<file path="src/logic/plc_pkg.sv">
package plc_pkg;

  // Register offsets on the configuration port.
  localparam logic [7:0] PLC_CTRL_OFS = 8'h00;
  localparam logic [7:0] PLC_LUT_OFS = 8'h04;
  localparam logic [7:0] PLC_ARITH_OFS = 8'h08;
  localparam logic [7:0] PLC_ROW_OFS = 8'h0c;
  localparam logic [7:0] PLC_STAT_OFS = 8'h10;

  // Field positions inside the control register.
  localparam int PLC_MODE_LSB = 0;
  localparam int PLC_ARR_LSB = 2;
  localparam int PLC_FFT_LSB = 5;
  localparam int PLC_BYPASS_BIT = 7;
  localparam int PLC_CARRY4_BIT = 8;
  localparam int PLC_LOCREG_BIT = 9;
  localparam int PLC_GLBREG_BIT = 10;
  localparam int PLC_PACK_BIT = 11;
  localparam int PLC_CHIPRST_BIT = 12;
  localparam int PLC_CEA_BIT = 13;
  localparam int PLC_CASCOR_BIT = 14;
  localparam int PLC_PREINV_BIT = 15;

  // Values after reset.
  localparam logic [15:0] PLC_CTRL_RST = 16'h0000;
  localparam logic [15:0] PLC_LUT_RST = 16'h0000;
  localparam logic [15:0] PLC_ARITH_RST = 16'h0000;
  localparam logic [3:0] PLC_ROW_RST = 4'h0;

  // Operating modes of the cell.
  typedef enum logic [1:0] {PLC_NORMAL, PLC_ARITH, PLC_UPDN, PLC_CLRCNT} plc_mode_e;

  // Clear and preset arrangements of the cell register.
  typedef enum logic [2:0] {PLC_A_CLR, PLC_A_PRE, PLC_A_CLRPRE, PLC_A_LDCLR, PLC_A_LDPRE,
                            PLC_A_LD, PLC_A_RSV6, PLC_A_RSV7} plc_arr_e;

  // Flip-flop behaviours of the cell register.
  typedef enum logic [1:0] {PLC_FF_D, PLC_FF_T, PLC_FF_JK, PLC_FF_SR} plc_fft_e;

endpackage : plc_pkg

</file>
<file path="src/logic/plc_cell.sv">
// Local design decisions: the plain strobed port and the address map.
`timescale 1ns/100ps
// Functional notes
// Normal mode: four-input table, third input selectable.
// Table output combined with cascade-in to cascade-out.
// Local and global outputs pick register or table.
// Packed register loads from input d under D behaviour.
// Packed register keeps enable, clear and preset.
// Arithmetic mode: sum table and carry table.
// Cascade chain usable during arithmetic mode.
// Up/down counter with enables, direction, load.
// Counter loads through clear and preset too.
// Clearable counter: cascade-in clears, ANDed after mux.
// Emulated bus: contention low, no driver high.
// Clear and preset active low, unused held high.
// Six clear, preset and load arrangements.
// Clear-only: either group line clears.
// Async load copies input c via preset and clear.
// Chip reset overrides every other control.
// Preset-only: load one, or inverted clear.
// Clear-and-preset: first presets, second clears.
// Load-with-clear: second acts on clear only.
// Load-with-preset: stored inverted, load data inverted.
// Row channels fed by dual four-input multiplexers.
// Clock enable in every mode, from input a.
// D, T, JK, SR behaviour or register bypass.
// Register updates on enabled edge without async control.
module plc_cell
  import plc_pkg::*;
(
  input wire logic core_clk_i,
  input wire logic rst_n_i,
  input wire logic [7:0] reg_addr_i,
  input wire logic [31:0] reg_wdata_i,
  input wire logic reg_wr_i,
  input wire logic reg_rd_i,
  output logic [31:0] reg_rdata_o,
  input wire logic cell_input_a_i,
  input wire logic cell_input_b_i,
  input wire logic cell_input_c_i,
  input wire logic cell_input_d_i,
  input wire logic carry_in_i,
  input wire logic cascade_in_i,
  input wire logic group_ctrl_first_n_i,
  input wire logic group_ctrl_second_n_i,
  input wire logic chip_reset_n_i,
  input wire logic [2:0] col_chan_i,
  input wire logic [3:0] bus_drv_en_i,
  input wire logic [3:0] bus_drv_data_i,
  output logic local_o,
  output logic global_o,
  output logic carry_out_o,
  output logic cascade_out_o,
  output logic [1:0] row_chan_o,
  output logic tri_bus_o
);

  // Picks one entry of a table mask.
  function automatic logic lut_pick(input logic [15:0] mask, input logic [3:0] idx);
    lut_pick = mask[idx];
  endfunction : lut_pick

  // Four-to-one selector used for both row channels.
  function automatic logic mux4(input logic [3:0] src, input logic [1:0] sel);
    mux4 = src[sel];
  endfunction : mux4

  logic [15:0] ctrl_ff; // Mode and option bits.
  logic [15:0] lut_ff; // Normal mode table.
  logic [15:0] arith_ff; // Sum table low byte, carry table high byte.
  logic [3:0] row_ff; // Row channel selects.
  logic q_int_ff; // Stored bit, possibly inverted.
  logic [31:0] nxt_rdata;
  plc_mode_e mode;
  plc_arr_e arr;
  plc_fft_e fft;
  logic inv_store; // Register holds the complement of its value.
  logic q_vis; // Register value seen by the cell.
  logic [3:0] nidx; // Normal mode table index.
  logic [2:0] aidx; // Arithmetic table index.
  logic lut_out; // Combinational result of the cell.
  logic cnt_val; // Counter next value before loading.
  logic nxt_carry;
  logic nxt_cascade;
  logic load_mux; // Output of the synchronous load multiplexer.
  logic d_vis; // Next register value in visible polarity.
  logic ce; // Synchronous clock enable.
  logic g1, g2; // Group lines, active high inside.
  logic pre_n, clr_n; // Register asynchronous controls.
  logic loc_val, glb_val;
  logic nxt_bus;

  assign mode = plc_mode_e'(ctrl_ff[PLC_MODE_LSB +: 2]);
  assign arr = plc_arr_e'(ctrl_ff[PLC_ARR_LSB +: 3]);
  assign fft = plc_fft_e'(ctrl_ff[PLC_FFT_LSB +: 2]);
  assign g1 = ~group_ctrl_first_n_i;
  assign g2 = ~group_ctrl_second_n_i;

  // Storage is inverted for load-with-preset, and for preset-only when the inverted form is chosen.
  assign inv_store = (arr == PLC_A_LDPRE) || ((arr == PLC_A_PRE) && ctrl_ff[PLC_PREINV_BIT]);
  assign q_vis = q_int_ff ^ inv_store;

  // Configuration writes.
  always_ff @(posedge core_clk_i) begin
    if (!rst_n_i) begin
      ctrl_ff <= PLC_CTRL_RST;
      lut_ff <= PLC_LUT_RST;
      arith_ff <= PLC_ARITH_RST;
      row_ff <= PLC_ROW_RST;
    end else if (reg_wr_i) begin
      if (reg_addr_i == PLC_CTRL_OFS) begin
        ctrl_ff <= reg_wdata_i[15:0];
      end else if (reg_addr_i == PLC_LUT_OFS) begin
        lut_ff <= reg_wdata_i[15:0];
      end else if (reg_addr_i == PLC_ARITH_OFS) begin
        arith_ff <= reg_wdata_i[15:0];
      end else if (reg_addr_i == PLC_ROW_OFS) begin
        row_ff <= reg_wdata_i[3:0];
      end
    end
  end

  // Read mux; unmapped offsets return zero.
  always_comb begin
    nxt_rdata = 32'h0000_0000;
    if (reg_addr_i == PLC_CTRL_OFS) begin
      nxt_rdata = {16'h0000, ctrl_ff};
    end else if (reg_addr_i == PLC_LUT_OFS) begin
      nxt_rdata = {16'h0000, lut_ff};
    end else if (reg_addr_i == PLC_ARITH_OFS) begin
      nxt_rdata = {16'h0000, arith_ff};
    end else if (reg_addr_i == PLC_ROW_OFS) begin
      nxt_rdata = {28'h0000000, row_ff};
    end else if (reg_addr_i == PLC_STAT_OFS) begin
      nxt_rdata = {23'h000000, tri_bus_o, row_chan_o, cascade_out_o, carry_out_o,
                   global_o, local_o, lut_out, q_vis};
    end
  end

  // Read data stands only in the cycle after the read strobe.
  always_ff @(posedge core_clk_i) begin
    if (!rst_n_i) begin
      reg_rdata_o <= 32'h0000_0000;
    end else if (reg_rd_i) begin
      reg_rdata_o <= nxt_rdata;
    end else begin
      reg_rdata_o <= 32'h0000_0000;
    end
  end

  // Table indices for the normal and arithmetic forms.
  always_comb begin
    // Third table input is carry-in or input c.
    nidx[2] = ctrl_ff[PLC_CARRY4_BIT] ? carry_in_i : cell_input_c_i;
    nidx[1] = cell_input_b_i;
    nidx[0] = cell_input_a_i;
    // A packed register takes input d under D behaviour, and the table sees only three inputs.
    nidx[3] = ctrl_ff[PLC_PACK_BIT] ? 1'b0 : cell_input_d_i;
    aidx = {carry_in_i, cell_input_b_i, cell_input_a_i};
  end

  // Combinational function, carry and cascade per mode.
  always_comb begin
    lut_out = 1'b0;
    nxt_carry = 1'b0;
    cnt_val = q_vis;
    case (mode)
      PLC_NORMAL: begin
        lut_out = lut_pick(lut_ff, nidx);
      end
      PLC_ARITH: begin
        // Sum and carry tables share carry-in and two data inputs.
        lut_out = lut_pick({8'h00, arith_ff[7:0]}, {1'b0, aidx});
        nxt_carry = lut_pick({8'h00, arith_ff[15:8]}, {1'b0, aidx});
      end
      default: begin
        // Counter bit toggles when enabled and the lower bits ripple in.
        cnt_val = q_vis ^ (cell_input_b_i & carry_in_i);
        lut_out = cnt_val;
        if ((mode == PLC_UPDN) && !cascade_in_i) begin
          // Down count when direction input is low.
          nxt_carry = ~q_vis & carry_in_i;
        end else begin
          nxt_carry = q_vis & carry_in_i;
        end
      end
    endcase
    // Cascade joins by AND, or by plain OR when the cascade-OR bit is set.
    if (ctrl_ff[PLC_CASCOR_BIT]) begin
      nxt_cascade = lut_out | cascade_in_i;
    end else begin
      nxt_cascade = lut_out & cascade_in_i;
    end
  end

  // Next register value in visible polarity.
  always_comb begin
    // Load multiplexer picks input c when input d requests a load.
    load_mux = cell_input_d_i ? cell_input_c_i : cnt_val;
    d_vis = q_vis;
    if ((mode == PLC_UPDN) || (mode == PLC_CLRCNT)) begin
      d_vis = load_mux;
      if (mode == PLC_CLRCNT) begin
        // Cascade input works as an active-low synchronous clear.
        d_vis = load_mux & cascade_in_i;
      end
    end else begin
      case (fft)
        PLC_FF_D: d_vis = ctrl_ff[PLC_PACK_BIT] ? cell_input_d_i : lut_out;
        PLC_FF_T: d_vis = q_vis ^ lut_out;
        PLC_FF_JK: d_vis = (lut_out & ~q_vis) | (~cell_input_d_i & q_vis);
        default: d_vis = lut_out | (~cell_input_d_i & q_vis);
      endcase
    end
  end

  // Clock enable comes from input a when selected.
  assign ce = ctrl_ff[PLC_CEA_BIT] ? cell_input_a_i : 1'b1;

  // Active-low clear and preset for each arrangement; unused ones stay high.
  always_comb begin
    pre_n = 1'b1;
    clr_n = 1'b1;
    case (arr)
      PLC_A_CLR: begin
        clr_n = ~(g1 | g2);
      end
      PLC_A_PRE: begin
        if (ctrl_ff[PLC_PREINV_BIT]) begin
          clr_n = ~g1;
        end else begin
          pre_n = ~g1;
        end
      end
      PLC_A_CLRPRE: begin
        pre_n = ~g1;
        clr_n = ~g2;
      end
      PLC_A_LDCLR: begin
        pre_n = ~(g1 & cell_input_c_i);
        clr_n = ~((g1 & ~cell_input_c_i) | g2);
      end
      PLC_A_LDPRE: begin
        // Internal bit takes the inverted load data.
        pre_n = ~(g1 & ~cell_input_c_i);
        clr_n = ~((g1 & cell_input_c_i) | g2);
      end
      PLC_A_LD: begin
        pre_n = ~(g1 & cell_input_c_i);
        clr_n = ~(g1 & ~cell_input_c_i);
      end
      default: begin
        pre_n = 1'b1;
        clr_n = 1'b1;
      end
    endcase
  end

  // Cell register; chip reset first, then clear, preset, then the enabled update.
  always_ff @(posedge core_clk_i) begin
    if (!rst_n_i) begin
      q_int_ff <= 1'b0;
    end else if (ctrl_ff[PLC_CHIPRST_BIT] && !chip_reset_n_i) begin
      q_int_ff <= 1'b0;
    end else if (!clr_n) begin
      q_int_ff <= 1'b0;
    end else if (!pre_n) begin
      q_int_ff <= 1'b1;
    end else if (ce && !ctrl_ff[PLC_BYPASS_BIT]) begin
      q_int_ff <= d_vis ^ inv_store;
    end
  end

  // Output sources; bypass routes the table straight out.
  always_comb begin
    loc_val = (ctrl_ff[PLC_LOCREG_BIT] && !ctrl_ff[PLC_BYPASS_BIT]) ? q_vis : lut_out;
    glb_val = (ctrl_ff[PLC_GLBREG_BIT] && !ctrl_ff[PLC_BYPASS_BIT]) ? q_vis : lut_out;
  end

  // Registered cell outputs.
  always_ff @(posedge core_clk_i) begin
    if (!rst_n_i) begin
      local_o <= 1'b0;
      global_o <= 1'b0;
    end else begin
      local_o <= loc_val;
      global_o <= glb_val;
    end
  end

  // Registered chain outputs; cascade idles high.
  always_ff @(posedge core_clk_i) begin
    if (!rst_n_i) begin
      carry_out_o <= 1'b0;
      cascade_out_o <= 1'b1;
    end else begin
      carry_out_o <= nxt_carry;
      cascade_out_o <= nxt_cascade;
    end
  end

  // Row channels, each from the cell or one of three column channels.
  always_ff @(posedge core_clk_i) begin
    if (!rst_n_i) begin
      row_chan_o <= 2'h0;
    end else begin
      row_chan_o[0] <= mux4({col_chan_i, glb_val}, row_ff[1:0]);
      row_chan_o[1] <= mux4({col_chan_i, glb_val}, row_ff[3:2]);
    end
  end

  // Bus resolution: one driver passes, contention low, none high.
  always_comb begin
    nxt_bus = 1'b1;
    if ((bus_drv_en_i & (bus_drv_en_i - 4'h1)) != 4'h0) begin
      nxt_bus = 1'b0;
    end else if (bus_drv_en_i != 4'h0) begin
      nxt_bus = |(bus_drv_en_i & bus_drv_data_i);
    end
  end

  // Registered bus value.
  always_ff @(posedge core_clk_i) begin
    if (!rst_n_i) begin
      tri_bus_o <= 1'b1;
    end else begin
      tri_bus_o <= nxt_bus;
    end
  end

endmodule : plc_cell

</file>
<file path="config.mk">
export PLATFORM = sky130hd
export DESIGN_NAME = plc_cell
export DESIGN_NICKNAME = d
export VERILOG_FILES = /design/src/logic/plc_pkg.sv /design/src/logic/plc_cell.sv
export SDC_FILE = /design/constraint.sdc
export NUM_CORES = 1
export LEC_CHECK = 0
export ABC_AREA = 1
export BUFFER_PORTS_ARGS = -buffer_cell sky130_fd_sc_hd__buf_2
export CELL_PAD_IN_SITES_DETAIL_PLACEMENT = 0
export CELL_PAD_IN_SITES_GLOBAL_PLACEMENT = 1
export CORE_ASPECT_RATIO = 0.75
export CORE_UTILIZATION = 40
export CTS_BUF_LIST = sky130_fd_sc_hd__clkbuf_4 sky130_fd_sc_hd__clkbuf_8 sky130_fd_sc_hd__clkbuf_16
export DETAILED_ROUTE_END_ITERATION = 6
export PLACE_DENSITY = 0.91
export SYNTH_ARGS = -nofsm -noshare
export SYNTH_HDL_FRONTEND = slang
export SYNTH_SLANG_ARGS = --single-unit
</file>
<file path="constraint.sdc">
create_clock -name core_clk_i -period 5 [get_ports core_clk_i]
set_clock_uncertainty 0.05 [all_clocks]
set_input_delay 0.5 -clock core_clk_i [delete_from_list [all_inputs] [get_ports core_clk_i]]
set_output_delay 0.5 -clock core_clk_i [all_outputs]
set_load 0.02 [all_outputs]
</file>
Yosys cells after proc, flatten, opt, wreduce, memory -nomap -nowiden
Index checks and enable logic that the tools add are counted.
- $add $sub $neg: 1
- multipliers: 0
- div/mod/pow operators: 0
- magnitude comparators: 4
- equality and inequality tests: 15
- shift operators: 0
- mux-type cells: 38
- bitwise logic cells: 37
- reduce and logical (&&, ||, !) cells: 27
- operators with widths (operator ; number):
    two-way mux 16 bit ; 3
    two-way mux 1 bit ; 23
    two-way mux 9 bit ; 2
    == test 8 x 4 -> 1 bit, second input constant ; 2
    inverter 1 bit ; 16
    bitwise AND 1 bit ; 9
    bitwise AND 4 bit ; 2
    == test 8 x 3 -> 1 bit, second input constant ; 1
    == test 8 x 5 -> 1 bit, second input constant ; 1
    zero test 8 bit ; 1
    nonzero test 4 bit ; 2
    binary-select mux 1 bit (select 3 bit) ; 2
    == test 2 bit, second input constant ; 3
    == test 3 x 2 -> 1 bit, second input constant ; 2
    == test 3 bit, second input constant ; 2
    logical AND 1 bit ; 6
    less-than comparator 2 x 3 -> 1 bit, second input constant ; 2
    bitwise OR 1 bit ; 6
    one-hot mux 1 bit (6 select lines) ; 1
    OR reduction 6 bit ; 1
    less-than comparator 3 x 5 -> 1 bit, second input constant ; 1
    less-than comparator 4 x 5 -> 1 bit, second input constant ; 1
    AND reduction 5 bit ; 1
    binary-select mux 1 bit (select 2 bit) ; 2
    other kinds (19) ; 30
- flip-flop bits (word level): 92
- latch bits: 0
- bits in writable memories: 0
- memory bits (read-only): 0
- input bits: 64
- memories: 0

Logic depth before layout (Yosys ltp)
Gate-level depths: netlist (run 1).
- word-level depth: 13
- mapped depth: 23

Worst setup path before layout (run 1)
OpenSTA, ideal clock, no wires.
- path type: in2reg
- from: input cell_input_a_i
- to: register q_int_ff
- data arrival time: 2.143 ns
- data required time: 4.829 ns
- path slack: 2.686 ns
- stages: 21
- path buffers: 2
- cell sequence: buf_6 -> inv_6 -> buf_8 -> a21oi_1 -> o21ai_0 -> nand3_1 -> a21oi_1 -> nand2_1 -> nand2_2 -> inv_1 -> ha_1 -> a21oi_1 -> o21ai_2 -> inv_1 -> a21oi_1 -> nand2_1 -> nand2_1 -> nand2_1 -> nand2_1 -> nand2_1 -> a21oi_2
- longest elaborated chain between the ends: 10
- ends and longest elaborated chain (what ; line ; source):
    start, declared ; plc_cell.sv:38 ; input wire logic cell_input_a_i,
    binary-select mux 1 bit (select 4 bit) or binary-select mux 1 bit (select 3 bit) (tied branches) ; plc_cell.sv:60 ; lut_pick = mask[idx];
    two-way mux 1 bit (not written as such) ; plc_cell.sv:60 ;
    one-hot mux 1 bit (2 select lines) ; plc_cell.sv:167 ; case (mode)
    bitwise AND 1 bit ; plc_cell.sv:211 ; PLC_FF_JK: d_vis = (lut_out & ~q_vis) | (~cell_input_d_i & q_vis);
    bitwise OR 1 bit ; plc_cell.sv:211 ;
    one-hot mux 1 bit (3 select lines) ; plc_cell.sv:208 ; case (fft)
    two-way mux 1 bit ; plc_cell.sv:201 ; if ((mode == PLC_UPDN) || (mode == PLC_CLRCNT)) begin
    bitwise XOR 1 bit ; plc_cell.sv:270 ; q_int_ff <= d_vis ^ inv_store;
    two-way mux 1 bit ; plc_cell.sv:269 ; end else if (ce && !ctrl_ff[PLC_BYPASS_BIT]) begin
    two-way mux 1 bit ; plc_cell.sv:267 ; end else if (!pre_n) begin
    end signal, assigned ; plc_cell.sv:270 ;
    end, declared ; plc_cell.sv:72 ; logic q_int_ff;
Parallel ways exist; a longest one is shown, timed or not. The select of a mux whose other input is x is not followed.
A chain may end at the register's enable or synchronous reset.

Worst setup path in the final report (run 1)
- from: input reg_addr_i[1]
- to: register ctrl_ff[11]
- longest elaborated chain between the ends: 2
- ends and longest elaborated chain (what ; line ; source):
    start, declared ; plc_cell.sv:33 ; input wire logic [7:0] reg_addr_i,
    zero test 8 bit ; plc_cell.sv:111 ; if (reg_addr_i == PLC_CTRL_OFS) begin
    AND reduction 2 bit (no line) ; n/a ;
    end signal, assigned ; plc_cell.sv:112 ; ctrl_ff <= reg_wdata_i[15:0];
    end, declared ; plc_cell.sv:68 ; logic [15:0] ctrl_ff;
Every way passes these cells.

==> results of run 1 <==
worst min path at each step:
| stage | start | to | slack (ps) | depth (start not counted) |
|---|---|---|---|---|
| floorplan | arith_ff[11] | arith_ff[11] | 390 | 2 |
| global placement | arith_ff[11] | arith_ff[11] | 400 | 2 |
| detailed placement | arith_ff[11] | arith_ff[11] | 410 | 2 |
| CTS | reg_wdata_i[10] | ctrl_ff[10] | 380 | 3 |
| global route | reg_wdata_i[10] | ctrl_ff[10] | 380 | 3 |
| finish | reg_wdata_i[10] | ctrl_ff[10] | 380 | 3 |
registers in the layout, indices dropped and copies added (netlist names):
signal         cells
arith_ff          16
ctrl_ff           16
lut_ff            16
reg_rdata_o       16
row_ff             4
row_chan_o         2
carry_out_o        1
cascade_out_o      1
global_o           1
local_o            1
q_int_ff           1
tri_bus_o          1
critical path, stage by stage:
cell	delay (ps)
buf_2	100
nor2_1	130
inv_1	100
nor2_2	120
inv_1	60
nor2_1	130
inv_1	90
nor2_4	380
inv_2	170
nor2_4	370
inv_1	380
o21ai_0	290
a21oi_1	70
synth_stat cells (all sizes together):
master	instances	area (um^2)
nand2	85	344
o21ai	77	393
a21oi	76	384
dfxtp	76	1520
inv	75	289
nor2	51	235
buf	29	223
nand3	28	150
o22ai	7	43.8
a41oi	6	52.6
clkbuf	6	22.5
o211ai	5	37.5
nand4	4	25.0
a211oi	1	7.51
a31oi	1	6.26
a32oi	1	8.76
conb	1	3.75
ha	1	12.5
nor3	1	10.0
nor4	1	21.3
o221ai	1	8.76
o41ai	1	8.76
xor2	1	8.76
per-stage QoR:
step                util [%]  total power [mW]  area (um^2)  hold slack [ps]
global placement        45.3             0.739         4150              401
CTS                     48.3              1.34         4420              377
detailed placement      45.3             0.740         4150              408
finish                  48.3              1.33         4420              376
global route            48.3              1.37         4420              382
floorplan                  -             0.708         3870              391
report_power, final:
part / switching (mW) / internal (mW)
combinational: 0.0808 / 0.0351
sequential: 0.00301 / 0.611
clock: 0.253 / 0.351
kinds of logic (layout without fill, tap and decap cells):
logic type / after synthesis / in the layout
AOI/OAI and AO/OA: 176 / 176
and+or+nand+nor: 170 / 170
buffers and inverters: 110 / 161
DFF: 76 / 76
adders and majority gates: 1 / 1
other: 1 / 16
xor gates and xnor gates: 1 / 1
cell usage in the layout (no fill, tap or decap), types with 4 or more instances in the layout:
cell type   n
inv_1      68
nand2_2    10
a41oi_1     6
o21ai_1     9
nand2_1    75
clkbuf_16   9
a21oi_1    75
nand3_1    26
buf_2      70
o22ai_1     7
inv_2       5
o21ai_0    66
nor2_1     45
dfxtp_1    76
nand4_1     4
conb_1     16
o211ai_1    5
per-layer routing:
metal  up-vias  routed length (um)
met2       196                4670
met1      1789                5480
met4         0                 165
met5         -                   0
met3        15                1130
li1       1869                   -
final cells by class:
class,instances,area share [%]
Timing Repair Buffer,71,8.10
Clock buffer,11,5.58
Clock inverter,4,0.595
Sequential cell,76,34.4
Tap cell,128,3.62
Inverter,75,6.54
Multi-Input combinational cell,364,41.1
==> impl_metrics.toml, run 1 <==
[yosys]
synthXorXnorAreaFrac_pct = 0.229
synth-simple-area-share_pct = 20.6
syn_area_um2 = 3820
synth_seq_cells = 76
synth.avg_cell_area_um2 = 7.14
seq_area_frac_synth_pct = 39.9
yosys.area_share.adder_pct = 0.328
synth_top_family_by_area = "compound AO/OA/AOI/OAI gates"
synth_compound_area_share_pct = 24.9
synthMuxAreaShare_pct = 0
yosys_warnings = 0
netlist_instances = 535
synth.distinct_cells = 38

[clock_network]
max-clock-path-buffers = 2
cts_hold_buf = 0
numCtsBuffers = 9
cts_root_buf = "clkbuf_16"
htree_levels = 3
cts_tree = "built"
cts_sinks = 76
insertion_delay_ps = 340
cts_setup_buffers = 0
cts_resized = 0
cts.reportedPaths.clkPinSlew_ps = 60

[place]
dp_hpwl_um = 8320
dp_slack_ps = 1980
portBuffers = 70
dp_cells = 714
gp_congestion = 0.909

[floorplan]
die_x_um = 115
num_rows = 30
io_pins = 103
die_y_um = 86.6
die_area_um2 = 9940
core-area_um2 = 9160
start_util_pct = 41.7

[route]
vias = 3869
wl_per_cell_um = 15.7
drc = 0
first_pass_iters = 5
drtAntennaViolNets = 0
vias_per_cell = 5.31
routed_wl_um = 11400
drt_iter0_markers = 316

[run_status]
status = "finished, final reports clean"

[critical_path]
r2r_cells = 22
arrival_ps = 2890
startpoint = "reg_addr_i[1]"
critical_path_class = "in -> reg"
regToRegEndpoint = "q_int_ff"
cp-endpoint = "ctrl_ff[11]"
critPathCaptureType = "register"
r2r_start = "ctrl_ff[3]"
crit_required_ps = 5150
critPathLaunchType = "input port"
rrSetupSlack_ps = 2560
crit_path_max_fanout = 17

[timing]
grt_setup_unrepaired = "no"
period_share_pct = 54.9
setup_viol = 0
setup_tns_ps = 0
finalHoldViolations = 0
period_needed_ps = 2750
fmax_mhz = 364
fin_ws_ps = 2250
slew_headroom_pct = 41.3
tightest_slew_ps = 880
slew_viol_final = 0

[global_route]
antenna_found_initial = 0
grt_max_degree = 57
overflow = 0
top_usage_layer = "met1"
grt_util_all_layers_pct = 23.7
grt_use_met2_pct = 33.0
use_met3_pct = 5.03
first_global_vias = 3430
grt_pass1_wl_um = 17800
grtUsageMet1_pct = 35.7

[power_and_ir_drop]
pwr_density_cell_nw_per_um2 = 302
p_leak_nw = 1.92
peakVddDrop_mv = 0.164

[cells_and_area]
area_growth_pct = 15.8
fin_cells = 729
layout-drive-gt1-share_pct = 19.3
fill_cells = 971
nNetsFinal = 662
register_area_um2 = 1520
num_antenna_cells = 0
multi_input_area_um2 = 1820

[flow_run]
max_cap_viol_count = 0

[hold_path]
min_path_type = "in -> reg"
No activity file was read; power rests on OpenSTA's default activity.
==> inputs of run 2 (changes only) <==
CORE_UTILIZATION = 37   (was 40)
PLACE_DENSITY = 0.86   (was 0.91)
clock period = 2.8 ns   (was 5 ns; I/O delays follow)
==> run 2 against run 1 <==
Against the previous run:
- die area rose by 7.9%
- wire length increased by 2.5%
- via count shrank 1.3%
- largest power group is now clock
- sequential cell count stayed put
- clock-buffer cell count rose by 1
- critical path type is now reg -> reg
==> impl_metrics.toml, run 2 (synthesis results as in run 1) <==
[cells_and_area]
area_growth_pct = 18.2
layout_common_cells = "76 x dfxtp_1, 75 x nand2_1, 75 x a21oi_1, 70 x buf_2, 68 x inv_1"
nNetsFinal = 669
fin_cells = 741
layout-drive-gt1-share_pct = 20.4
layout_commonest_cell = "dfxtp_1"
num_antenna_cells = 0

[route]
drtAntennaViolNets = 0
wl_per_cell_um = 15.8
vias_per_cell = 5.15
routed_wl_um = 11700
drt_iter0_markers = 357
vias = 3818
drc = 0
first_pass_iters = 5

[clock_network]
numCtsBuffers = 9
insertion_delay_ps = 340
cts_setup_buffers = 0
cts_tree = "built"
htree_levels = 3
cts_resized = 0
cts.reportedPaths.clkPinSlew_ps = 50
cts_hold_buf = 0
cts_root_buf = "clkbuf_16"
cts_sinks = 76
max-clock-path-buffers = 2

[critical_path]
crit_slowest_cell = "dfxtp_1"
path_cells = "inv_1, nand3_1, nand2_2, nand2_2, nand2_2, nand2_2, nand3_2, nand2_2, inv_1, ha_1, a21oi_1, o21ai_2, inv_1, a21oi_1, nand2_1, nand2_1, nand2_1, nand2_1, nand2_1, a21oi_2"
cp_top_family = "simple AND/OR/NAND/NOR gates"
arrival_ps = 2620
critPathLaunchType = "register"
crit_buf_inv = 3
crit_required_ps = 2980
critical_path_class = "reg -> reg"
crit_path_max_fanout = 7
critPathCaptureType = "register"
cpPeakStageDelay_ps = 470

[global_route]
overflow = 0
grt_max_degree = 31
first_global_vias = 3519
grt_util_all_layers_pct = 22.8
antenna_found_initial = 0
grt_pass1_wl_um = 18600

[run_status]
status = "finished, final reports clean"

[timing]
period_share_pct = 87.2
grt_setup_unrepaired = "no"
fin_ws_ps = 360
tightest_slew_ps = 566
fmax_mhz = 410
setup_tns_ps = 0
finalHoldViolations = 0
setup_viol = 0
period_needed_ps = 2440
slew_viol_final = 0
slew_headroom_pct = 62.2

[flow_run]
max_cap_viol_count = 0

[floorplan]
die_x_um = 119
core-area_um2 = 9850
num_rows = 31
die_y_um = 90.0
io_pins = 103
die_area_um2 = 10700
start_util_pct = 38.7

[place]
portBuffers = 70
dp_cells = 725
dp_hpwl_um = 8670
gp_congestion = 0.932
dp_slack_ps = 281

[power_and_ir_drop]
p_leak_nw = 1.97
peakVddDrop_mv = 0.259
pwr_density_cell_nw_per_um2 = 554
finalPower_mw = 2.50

[hold_path]
min_path_type = "in -> reg"
[run 2: cell count changes in the layout (fill, tap and decap cells not counted)]
cell and delta:
bufinv_16 +1, buf_4 +7, clkbuf_8 +1, clkinv_4 -1
[run 2: metrics by stage]
stage          hold slack, ps  area (um^2)  util, %
6_report                  161         4510     45.8
5_1_grt                   169         4510     45.8
4_1_cts                   156         4510     45.8
3_5_place_dp              412         4200     42.7
3_3_place_gp              406         4200     42.7
2_1_floorplan             356         3870        -
[run 2: path summary, 6_finish.rpt]
path                  end  slack [ps]  cells after the start            start
min           ctrl_ff[10]         160                      3  reg_wdata_i[10]
max              q_int_ff         360                     20       ctrl_ff[2]
max reg2reg      q_int_ff         360                     20       ctrl_ff[2]
min reg2reg  arith_ff[11]         420                      2     arith_ff[11]
[run 2: routing by layer]
| metal | up-vias | share of wire, % | GRT usage [%] |
|---|---|---|---|
| met5 | - | 0 | 0 |
| met4 | 0 | 0.69 | 4.75 |
| met3 | 8 | 9.0 | 6.85 |
| met2 | 170 | 43 | 32.6 |
| met1 | 1761 | 48 | 33.3 |
| li1 | 1879 | - | - |
[run 2: area by class of cell]
class,count,area (um^2)
clock buffers,12,260
repair buffers,78,410
multi-input cells,364,1820
clock inverters,4,47.5
flip-flops and latches,76,1520
fillers,1011,5340
well taps,132,165
inverters,75,289
[run 2: power by group]
group	internal [mW]	switching [mW]
logic	0.0651	0.145
clock network	0.745	0.448
registers	1.09	0.00569
[run 2: tightest hold or removal path, cell delays in order]
cell and delay [ps]:
buf_2 100, nor2_1 40, nor2_1 90
